File: config.mk
export PLATFORM = sky130hd
export DESIGN_NAME = angle_sensor_spi_slave
export DESIGN_NICKNAME = d
export VERILOG_FILES = /design/src/rtl/angle_spi_pkg.sv /design/src/rtl/angle_sensor_spi_slave.sv
export SDC_FILE = /design/constraint.sdc
export NUM_CORES = 1
export LEC_CHECK = 0
export BUFFER_PORTS_ARGS = -buffer_cell sky130_fd_sc_hd__buf_2
export CAP_MARGIN = 40
export CORE_AREA = 2 2 149 151
export CTS_CLUSTER_DIAMETER = 60
export DETAILED_ROUTE_END_ITERATION = 12
export DIE_AREA = 0 0 151 153
export HOLD_SLACK_MARGIN = 0.08
export SYNTH_ARGS = -nofsm -noshare
export SYNTH_HDL_FRONTEND = slang
export SYNTH_SLANG_ARGS = --single-unit
File: constraint.sdc
create_clock -name clk_sys -period 4.5 [get_ports clk_sys]
set_clock_uncertainty 0.1 [all_clocks]
set_input_delay 0.675 -clock clk_sys [delete_from_list [all_inputs] [get_ports clk_sys]]
set_output_delay 0.675 -clock clk_sys [all_outputs]
set_load 0.05 [all_outputs]
File: src/rtl/angle_spi_pkg.sv
package angle_spi_pkg;

   localparam int          FRAME_BITS        = 16;
   localparam int          ADDR_W            = 14;
   localparam int          DATA_W            = 14;
   localparam int          ANGLE_W           = 10;
   localparam int          AGC_W             = 6;
   localparam int          POR_OFF_W         = 8;

   localparam logic [13:0] ADDR_ANGLE        = 14'h3fff;
   localparam logic [13:0] ADDR_CLEAR_ERR    = 14'h3380;
   localparam logic [13:0] ADDR_ERR_STATUS   = 14'h335a;
   localparam logic [13:0] ADDR_AGC          = 14'h3ff8;
   localparam logic [13:0] ADDR_POR_OFF      = 14'h3f22;
   localparam logic [13:0] ADDR_SYS_CONFIG   = 14'h3f20;
   localparam logic [13:0] ADDR_NOP          = 14'h0000;

   localparam logic [5:0]  AGC_RESET         = 6'h20;
   localparam logic [7:0]  POR_OFF_RESET     = 8'h00;
   localparam logic [13:0] SYS_CONFIG_RESET  = 14'h0000;

   localparam int          ALARM_HI_POS      = 12;
   localparam int          ALARM_LO_POS      = 13;
   localparam int          ERR_PARITY_POS    = 0;
   localparam int          ERR_COMMAND_POS   = 1;
   localparam int          ERR_CLOCKS_POS    = 2;
   localparam int          ERR_WOW_POS       = 3;

   localparam int          CLK_PERIOD_NS     = 10;
   localparam int          CONV_WAIT_US      = 500;
   localparam int          CONV_WAIT_CYCLES  = (CONV_WAIT_US * 1000) / CLK_PERIOD_NS;
   localparam int          SCLK_MIN_PERIOD_NS = 100;
   localparam int          SCLK_MIN_SAMPLES  = SCLK_MIN_PERIOD_NS / CLK_PERIOD_NS;

   typedef struct packed {
      logic              dirBit;
      logic [13:0]       addr;
      logic              evenCheckBit;
   } cmdFrame_s;

   typedef struct packed {
      logic [13:0]       data;
      logic              frameErrorFlag;
      logic              evenCheckBit;
   } dataFrame_s;

   typedef enum {MEAS_IDLE, MEAS_RUN} measState_e;

endpackage : angle_spi_pkg

File: src/rtl/angle_sensor_spi_slave.sv
`timescale 1ns/100ps
module angle_sensor_spi_slave #(
   parameter int unsigned CONV_CYCLES = angle_spi_pkg::CONV_WAIT_CYCLES
) (
   // Clock and reset
   input  wire logic        clk_sys,
   input  wire logic        rst_n,
   // SPI pins
   input  wire logic        sclk,
   input  wire logic        chipSelectN,
   input  wire logic        mosi,
   input  wire logic        misoIn,
   output logic             misoOut,
   output logic             misoOe,
   input  wire logic        wireModeSelect,
   // Measurement core
   input  wire logic [9:0]  angleIn,
   input  wire logic        alarmHiIn,
   input  wire logic        alarmLoIn,
   output logic             powerUp,
   output logic             measDoneN,
   // Status and settings
   output logic             frameErrorFlag,
   output logic [13:0]      errorStatus,
   output logic [5:0]       agcValue,
   output logic [7:0]       porOffValue,
   output logic [13:0]      sysConfig
);
   import angle_spi_pkg::*;

   // Elaboration checks on the timing settings
   if (CONV_CYCLES < 2) begin : g_convCheck
      $error("CONV_CYCLES must be at least 2");
   end
   if (SCLK_MIN_SAMPLES < 4) begin : g_sclkCheck
      $error("System clock too slow for serial clock");
   end

   // Pin synchronisers
   logic [4:0]  syncA_reg;
   logic [4:0]  syncB_reg;
   logic        sclkPrev_reg;
   logic        csPrev_reg;
   logic        sclkNow;
   logic        csNow;
   logic        sclkFall;
   logic        sclkRise;
   logic        csFall;
   logic        csRise;
   logic        rxBit;

   always_ff @(posedge clk_sys) begin
      if (!rst_n) begin
         syncA_reg    <= 5'h01;
         syncB_reg    <= 5'h01;
         sclkPrev_reg <= 1'b0;
         csPrev_reg   <= 1'b1;
      end else begin
         syncA_reg    <= {wireModeSelect, misoIn, mosi, sclk, chipSelectN};
         syncB_reg    <= syncA_reg;
         sclkPrev_reg <= sclkNow;
         csPrev_reg   <= csNow;
      end
   end

   assign csNow    = syncB_reg[0];
   assign sclkNow  = syncB_reg[1];
   assign sclkFall = sclkPrev_reg & ~sclkNow;
   assign sclkRise = ~sclkPrev_reg & sclkNow;
   assign csFall   = csPrev_reg & ~csNow;
   assign csRise   = ~csPrev_reg & csNow;
   assign rxBit    = syncB_reg[4] ? syncB_reg[2] : syncB_reg[3];

   // Receive shifter
   logic [15:0] rxShift_reg;
   logic [4:0]  bitCount_reg;

   always_ff @(posedge clk_sys) begin
      if (!rst_n) begin
         rxShift_reg  <= 16'h0000;
         bitCount_reg <= 5'h00;
      end else if (csFall) begin
         bitCount_reg <= 5'h00;
      end else if (!csNow && sclkFall) begin
         rxShift_reg  <= {rxShift_reg[14:0], rxBit};
         if (bitCount_reg != 5'h1f) begin
            bitCount_reg <= bitCount_reg + 5'h01;
         end
      end
   end

   // Frame decode
   cmdFrame_s   cmd;
   dataFrame_s  wrFrame;
   logic        frameOk;
   logic        parityOk;
   logic        expectData_reg;
   logic [13:0] pendingAddr_reg;
   logic [2:0]  errBits_reg;
   logic        errWow_reg;
   logic [13:0] angleData_reg;
   logic [5:0]  agc_reg;
   logic [7:0]  porOff_reg;
   logic [13:0] sysConfig_reg;
   logic [15:0] txWord_reg;
   logic        respRead_reg;
   measState_e  measState_reg;

   assign cmd      = cmdFrame_s'(rxShift_reg);
   assign wrFrame  = dataFrame_s'(rxShift_reg);
   assign frameOk  = (bitCount_reg == 5'd16);
   assign parityOk = (rxShift_reg[0] == ^rxShift_reg[15:1]);

   function automatic logic [15:0] makeFrame(input logic [13:0] d, input logic ef);
      makeFrame = {d, ef, ^{d, ef}};
   endfunction : makeFrame

   // Register read view for an address
   logic [13:0] rdData;
   logic        rdKnown;
   logic        wrAllowed;
   logic [13:0] errView;

   assign errView = {10'h000, errWow_reg, errBits_reg};

   always_comb begin
      rdData    = 14'h0000;
      rdKnown   = 1'b1;
      wrAllowed = 1'b0;
      if (cmd.addr == ADDR_ANGLE) begin
         rdData = angleData_reg;
      end else if (cmd.addr == ADDR_ERR_STATUS) begin
         rdData = errView;
      end else if (cmd.addr == ADDR_CLEAR_ERR) begin
         rdData = 14'h0000;
      end else if (cmd.addr == ADDR_AGC) begin
         rdData    = {8'h00, agc_reg};
         wrAllowed = 1'b1;
      end else if (cmd.addr == ADDR_POR_OFF) begin
         rdData    = {6'h00, porOff_reg};
         wrAllowed = 1'b1;
      end else if (cmd.addr == ADDR_SYS_CONFIG) begin
         rdData    = sysConfig_reg;
         wrAllowed = 1'b1;
      end else if (cmd.addr == ADDR_NOP) begin
         wrAllowed = 1'b1;
      end else begin
         rdKnown = 1'b0;
      end
   end

   // Frame-end actions
   logic        doStart;
   logic        doClear;
   logic        doWrite;
   logic [2:0]  errSet;
   logic        efOut;
   logic [15:0] txNext;
   logic [13:0] newValue;

   always_comb begin
      doStart  = 1'b0;
      doClear  = 1'b0;
      doWrite  = 1'b0;
      errSet   = 3'b000;
      newValue = 14'h0000;
      if (csRise) begin
         if (!frameOk) begin
            errSet[ERR_CLOCKS_POS] = 1'b1;
         end else if (!parityOk) begin
            errSet[ERR_PARITY_POS] = 1'b1;
         end else if (expectData_reg) begin
            doWrite = 1'b1;
         end else if (cmd.dirBit) begin
            if (!rdKnown) begin
               errSet[ERR_COMMAND_POS] = 1'b1;
            end else if (cmd.addr == ADDR_CLEAR_ERR) begin
               doClear = 1'b1;
            end else if (cmd.addr == ADDR_ANGLE) begin
               doStart = 1'b1;
            end
         end else if (!wrAllowed) begin
            errSet[ERR_COMMAND_POS] = 1'b1;
         end
      end
      if (pendingAddr_reg == ADDR_AGC) begin
         newValue = {8'h00, wrFrame.data[5:0]};
      end else if (pendingAddr_reg == ADDR_POR_OFF) begin
         newValue = {6'h00, wrFrame.data[7:0]};
      end else if (pendingAddr_reg == ADDR_SYS_CONFIG) begin
         newValue = wrFrame.data;
      end
      efOut  = doClear ? 1'b0 : ((|errBits_reg) | (|errSet));
      txNext = makeFrame(14'h0000, efOut);
      if (doWrite) begin
         txNext = makeFrame(newValue, efOut);
      end else if (doClear) begin
         txNext = 16'h0000;
      end else if (errSet == 3'b000) begin
         txNext = makeFrame(rdData, efOut);
      end
   end

   // Protocol state and error flags
   always_ff @(posedge clk_sys) begin
      if (!rst_n) begin
         expectData_reg  <= 1'b0;
         pendingAddr_reg <= 14'h0000;
         txWord_reg      <= 16'h0000;
         respRead_reg    <= 1'b0;
      end else if (csRise) begin
         expectData_reg  <= frameOk && parityOk && !expectData_reg
                            && !cmd.dirBit && wrAllowed;
         pendingAddr_reg <= cmd.addr;
         txWord_reg      <= txNext;
         respRead_reg    <= frameOk && !expectData_reg && cmd.dirBit;
      end
   end

   always_ff @(posedge clk_sys) begin
      if (!rst_n) begin
         errBits_reg <= 3'b000;
      end else if (doClear) begin
         errBits_reg <= errSet;
      end else begin
         errBits_reg <= errBits_reg | errSet;
      end
   end

   // Writable settings
   always_ff @(posedge clk_sys) begin
      if (!rst_n) begin
         agc_reg       <= AGC_RESET;
         porOff_reg    <= POR_OFF_RESET;
         sysConfig_reg <= SYS_CONFIG_RESET;
      end else if (doWrite) begin
         if (pendingAddr_reg == ADDR_AGC) begin
            agc_reg <= wrFrame.data[5:0];
         end else if (pendingAddr_reg == ADDR_POR_OFF) begin
            porOff_reg <= wrFrame.data[7:0];
         end else if (pendingAddr_reg == ADDR_SYS_CONFIG) begin
            sysConfig_reg <= wrFrame.data;
         end
      end
   end

   // Measurement sequencing
   logic [31:0] measCount_reg;
   logic        measEnd;

   assign measEnd = (measState_reg == MEAS_RUN) && (measCount_reg == CONV_CYCLES - 1);

   always_ff @(posedge clk_sys) begin
      if (!rst_n) begin
         measState_reg <= MEAS_IDLE;
         measCount_reg <= 32'h0000_0000;
         powerUp       <= 1'b0;
         measDoneN     <= 1'b0;
         errWow_reg    <= 1'b0;
         angleData_reg <= 14'h0000;
      end else begin
         case (measState_reg)
            MEAS_IDLE: begin
               if (doStart) begin
                  measState_reg <= MEAS_RUN;
                  measCount_reg <= 32'h0000_0000;
                  powerUp       <= 1'b1;
                  measDoneN     <= 1'b1;
                  errWow_reg    <= 1'b1;
               end
            end
            MEAS_RUN: begin
               if (measEnd) begin
                  measState_reg <= MEAS_IDLE;
                  powerUp       <= 1'b0;
                  measDoneN     <= 1'b0;
                  errWow_reg    <= 1'b0;
                  angleData_reg <= {alarmLoIn, alarmHiIn, 2'b00, angleIn};
               end else begin
                  measCount_reg <= measCount_reg + 32'h0000_0001;
               end
            end
            default: begin
               measState_reg <= MEAS_IDLE;
            end
         endcase
      end
   end

   // Transmit path
   logic [15:0] txShift_reg;

   always_ff @(posedge clk_sys) begin
      if (!rst_n) begin
         txShift_reg <= 16'h0000;
         misoOut     <= 1'b0;
         misoOe      <= 1'b0;
      end else if (csFall) begin
         txShift_reg <= txWord_reg;
         misoOe      <= syncB_reg[4] | respRead_reg;
      end else if (csNow) begin
         misoOe      <= 1'b0;
      end else if (sclkRise) begin
         misoOut     <= txShift_reg[15];
         txShift_reg <= {txShift_reg[14:0], 1'b0};
      end
   end

   // Status outputs
   always_ff @(posedge clk_sys) begin
      if (!rst_n) begin
         frameErrorFlag <= 1'b0;
         errorStatus    <= 14'h0000;
         agcValue       <= AGC_RESET;
         porOffValue    <= POR_OFF_RESET;
         sysConfig      <= SYS_CONFIG_RESET;
      end else begin
         frameErrorFlag <= |errBits_reg;
         errorStatus    <= errView;
         agcValue       <= agc_reg;
         porOffValue    <= porOff_reg;
         sysConfig      <= sysConfig_reg;
      end
   end
endmodule : angle_sensor_spi_slave

# Word level (Yosys, flattened, before mapping)
# Cells that the tools add are included.
# classes
n_reduce_logical,35
div_mod_pow,0
bitwise,15
eq_ne,19
shift,0
n_lt_le_gt_ge,0
n_mux,67
addsub,2
multipliers,0
# ops
cell,n
$mux W32,4
$pmux W32 S2,2
$eq A14 B14 Y1 const B,9
$mux W14,9
$mux W16,6
$reduce_xor A15 Y1,4
$mux W1,42
$add A32 B1 Y32 const B,1
$eq A32 B1 Y1 const B,1
$eq A32 B16 Y1 const B,1
$eq A32 B2 Y1 const B,1
$logic_not A32 Y1,1
$logic_not A14 Y1,1
$reduce_and A2 Y1,6
$reduce_and A3 Y1,4
$logic_and A1 B1 Y1,8
$not A1 Y1,8
$mux W3,2
$ne A2 B2 Y1 const B,3
$reduce_bool A2 Y1,3
$reduce_or A3 Y1,2
$add A5 B1 Y5 const B,1
$eq A5 B5 Y1 const B,1
$ne A5 B5 Y1 const B,1
11 further kinds,17
# totals
output_inout_bits,47
mem_count,0
mem_bits_ro,0
inputBits,19
latch_bits,0
regBits,234
ram_bits,0

# Longest topological paths before layout
# logic_depth
ltp_word,21
depth_mapped,14

# Least setup slack after synthesis
# No wires, ideal clock.
# synth_timing
kind,flip-flop to flip-flop
from,register rxShift_reg[3] (netlist: cmd[3])
to,register txWord_reg[0]
t_arrival_ps,2972
period_less_slack_ps,3133
slack_ps,1367
path_stages_with_launch,15
path_buffers,2
path_cell_list,dfxtp_1 clkbuf_1 inv_1 ha_1 and4_1 o2bb2a_4 and4_1 buf_6 nand2_2 a32oi_2 xnor2_1 xnor3_2 xnor3_1 a21oi_1 o221a_1
# synth_between
elab_chain_len,21
elab_cells_between_ends,56
# synth_rtl
item,line,text
from (decl),angle_sensor_spi_slave.sv:75,logic [15:0] rxShift_reg;
from (signal assigned),angle_sensor_spi_slave.sv:85,"rxShift_reg <= {rxShift_reg[14:0], rxBit};"
$logic_not A14 Y1,angle_sensor_spi_slave.sv:145,end else if (cmd.addr == ADDR_NOP) begin
$mux W1,angle_sensor_spi_slave.sv:145,
$mux W1,angle_sensor_spi_slave.sv:142,end else if (cmd.addr == ADDR_SYS_CONFIG) begin
$mux W1,angle_sensor_spi_slave.sv:139,end else if (cmd.addr == ADDR_POR_OFF) begin
$mux W1,angle_sensor_spi_slave.sv:136,end else if (cmd.addr == ADDR_AGC) begin
$mux W1,angle_sensor_spi_slave.sv:134,end else if (cmd.addr == ADDR_CLEAR_ERR) begin
$mux W1,angle_sensor_spi_slave.sv:132,end else if (cmd.addr == ADDR_ERR_STATUS) begin
$mux W1,angle_sensor_spi_slave.sv:130,if (cmd.addr == ADDR_ANGLE) begin
[... 5 more ...],-,
$mux W3,angle_sensor_spi_slave.sv:167,if (csRise) begin
$reduce_or A3 Y1,angle_sensor_spi_slave.sv:193,efOut = doClear ? 1'b0 : ((|errBits_reg) | (|errSet));
$or A1 B1 Y1,angle_sensor_spi_slave.sv:193,
$mux W1,angle_sensor_spi_slave.sv:193,
$reduce_xor A15 Y1,angle_sensor_spi_slave.sv:115,"makeFrame = {d, ef, ^{d, ef}};"
$mux W16,angle_sensor_spi_slave.sv:199,end else if (errSet == 3'b000) begin
$mux W16,angle_sensor_spi_slave.sv:197,end else if (doClear) begin
$mux W16 *,angle_sensor_spi_slave.sv:195,if (doWrite) begin
to (signal assigned),angle_sensor_spi_slave.sv:215,txWord_reg <= txNext;
to (decl),angle_sensor_spi_slave.sv:105,logic [15:0] txWord_reg;
# Mark *: on every way between the ends. The rest lies on a longest branch, timed or not.
# A chain may end at the register's enable or synchronous reset.

# Final worst setup path
# Same ends and word-level chain as after synthesis.

==> impl_metrics.yaml <==
detailed_routing:
  vias: 6536
  wirelength_microns: 20610
  drc_errors: 0
  detailedRoute.firstIterationViolations: 413
  vias_per_cell: 5.151
  drtPass1Iterations: 5
  ant_nets: 0
  wl_per_cell_microns: 16.24
timing:
  hold_viol: 0
  drv_slew: 0
  min_period_ps: 3822
  fmax_mhz: 261.7
  rsz0062_at_grt: "false"
  fin_tns_setup_ps: 0
  slew_headroom_pct: 50.59
  fin_crit_sh_pct: 84.93
  worst_pin_slew_ps: 737.2
  setup_viol: 0
synth:
  synth-edff-count: 0
  syn_inst: 953
  synth.ff_latch_count: 192
  syn_area_per_cell_sq_um: 8.917
  synth-seq-area-share_pct: 45.23
  synthArstFlopShare_pct: 0
  yosysUniqueCellTypes: 61
  ys.flop_type: "dfxtp_1"
  yosysWarningCount: 0
  netlist_area_sq_um: 8498
clock_network:
  cts.sinks: 192
  cts_resized: 0
  clockBufferDepth: 2
  cts_max_level: 4
  insertion_delay_ps: 440
  cts-root-buf: "clkbuf_16"
  numCtsBuffers: 17
  postCtsHoldBufs: 0
  cts_tree: "built"
  cts_setup_buffers: 0
  path_clk_slew_ps: 70
critical_path:
  cp_max_fo: 10
  crit_family: "XOR/XNOR gates"
  path_buf_inv: 1
  crit_chain: "inv_1 > ha_1 > xnor2_1 > xnor2_1 > xnor2_1 > nand2_1 > o22ai_1 > a22oi_1 > a21boi_1 > xnor3_1 > a21oi_1 > o221a_1"
  slowest_delay_ps: 620
  worstSetupPathType: "reg2reg"
  cpMostUsedCell: "xnor2_1"
  end_kind: "flip-flop"
  r2r_setup_slack_ps: 680
  critPathRequiredTime_ps: 4780
  crit_path_start_kind: "flip-flop"
  crit_slowest_cell: "dfxtp_1"
  arrival_ps: 4100
grt:
  grt_pass1_vias: 6140
  track_usage_pct: 18.25
  antenna_found_initial: 0
  grt_max_degree: 57
  grt_first_pass_wirelength_microns: 33030
  grt_overflow: 0
pwr:
  netSwitchingPower_mw: 0.7744
  cellInternalPower_mw: 2.519
  switching_share_pct: 23.51
  power_density_nw_per_um2: 346.1
  clkPwrFrac_pct: 44.4
  p_leak_nw: 3.611
  p_seq_share_pct: 52.3
  pwr-share-comb_pct: 3.2
  ir_worst_vdd_mv: 0.1938
layout:
  final_cell_mix: "dfxtp_1 (192), nor2_1 (131), nand2_1 (107), mux2i_1 (60), buf_2 (55)"
  area_growth_pct: 12.00
  fin_nets: 1019
  fin_area_sq_um: 9518
  post_route_cells_drive_above_1_share_pct: 11.83
  final_util_pct: 44.30
  largest_reg_flops: 32
  final_common_cell: "dfxtp_1"
  fillers: 2113
  num_antenna_cells: 0
place:
  hpwl_microns: 14590
  placed_area_sq_um: 8959
  portBuffers: 55
  place_congestion: 0.8877
run:
  drv_cap: 0
die:
  dieArea_sq_um: 23100
  pin_count: 66
  core_area_sq_um: 21490
  die_h_microns: 153
  rows: 54
  floorplan.initialDensity_pct: 39.55
  die_w_microns: 151
outcome:
  status: "completed"
min_path:
  hold_class: "reg2reg"
## path summary, 6_finish.rpt
kind | cells after the start | endpoint | from
min reg2reg | 1 | syncB_reg[0]$_SDFF_PN1_ | syncA_reg[0]$_SDFF_PN1_
min | 1 | syncB_reg[0]$_SDFF_PN1_ | syncA_reg[0]$_SDFF_PN1_
max | 12 | txWord_reg[0]$_SDFFE_PN0P_ | cmd[3]$_SDFFE_PN0P_
max reg2reg | 12 | txWord_reg[0]$_SDFFE_PN0P_ | cmd[3]$_SDFFE_PN0P_
## logic make-up after synthesis
| logic type | count (synthesis) | synth area share [%] |
|---|---|---|
| and+or+nand+nor | 387 | 21.76 |
| xor gates and xnor gates | 58 | 6.640 |
| other | 1 | 0.04413 |
| DFF | 192 | 45.23 |
| buffers and inverters | 95 | 4.932 |
| AOI/OAI and AO/OA | 136 | 10.79 |
| adders and majority gates | 24 | 3.534 |
| muxes | 60 | 7.067 |
## area by class of cell
class / instances / area, sq um / area share [%]
multi-input cells: 675 / 4290 / 45.08
flip-flops and latches: 192 / 3844 / 40.38
clock buffers: 18 / 429.2 / 4.509
repair buffers: 69 / 395.4 / 4.154
well taps: 280 / 350.3 / 3.681
clock inverters: 14 / 130.1 / 1.367
inverters: 21 / 78.83 / 0.8282
## synthesized netlist by cell type (2+ instances only)
master / count / area (sq um)
mux2i_1: 60 / 600.6
or3_1: 5 / 31.28
nor4b_1: 4 / 35.03
a22oi_1: 4 / 30.03
nand4_1: 17 / 106.4
o31ai_1: 2 / 15.01
nor3_1: 15 / 75.07
buf_2: 11 / 55.05
a22o_1: 4 / 35.03
and2_1: 43 / 269.0
nor2b_1: 4 / 25.02
clkbuf_1: 50 / 187.7
xnor3_1: 3 / 67.56
ha_1: 24 / 300.3
a21oi_1: 51 / 255.2
nand2_1: 107 / 401.6
inv_1: 20 / 75.07
and4_1: 10 / 87.58
nand3_1: 19 / 95.09
o21ai_0: 19 / 95.09
a31oi_1: 2 / 12.51
xnor2_1: 26 / 227.7
a221oi_1: 14 / 122.6
nand2b_1: 9 / 56.30
dfxtp_1: 192 / 3844
nor4_1: 3 / 18.77
xor2_1: 28 / 245.2
and3_1: 9 / 56.30
a32oi_1: 6 / 52.55
nor3_2: 2 / 20.02
o22ai_1: 2 / 12.51
buf_4: 11 / 82.58
a21o_1: 2 / 15.01
nor2_1: 132 / 495.5
a211oi_1: 17 / 127.6
## stage by stage
| step | power [mW] | std cells | hold slack [ps] | setup slack, ps |
|---|---|---|---|---|
| final | 3.294 | 1269 | 331.8 | 678.3 |
| after global routing | 3.403 | 1269 | 334.4 | 508.7 |
| after CTS | 3.326 | 1269 | 329.3 | 754.5 |
| after detailed placement | 1.870 | 1237 | 316.2 | 771.2 |
| after global placement | 1.868 | 1235 | 308.2 | 830.4 |
| after floorplan | 1.846 | 962 | 286.3 | 1367 |
## metal layers
| metal | track usage [%] | wire [microns] |
|---|---|---|
| met1 | 26.05 | 10210 |
| met3 | 3.910 | 809 |
| met2 | 27.66 | 9226 |
| met5 | 0 | 0 |
| met4 | 5.340 | 369 |
## power by group through the flow
stage	registers [mW]	clock network, mW	logic (mW)
floorplan	1.76	0	0.0857
global placement	1.76	0	0.105
detailed placement	1.76	0	0.107
CTS	1.72	1.50	0.107
global route	1.73	1.56	0.116
finish	1.72	1.46	0.107
Note: power is estimated with default switching activity, not from simulation.
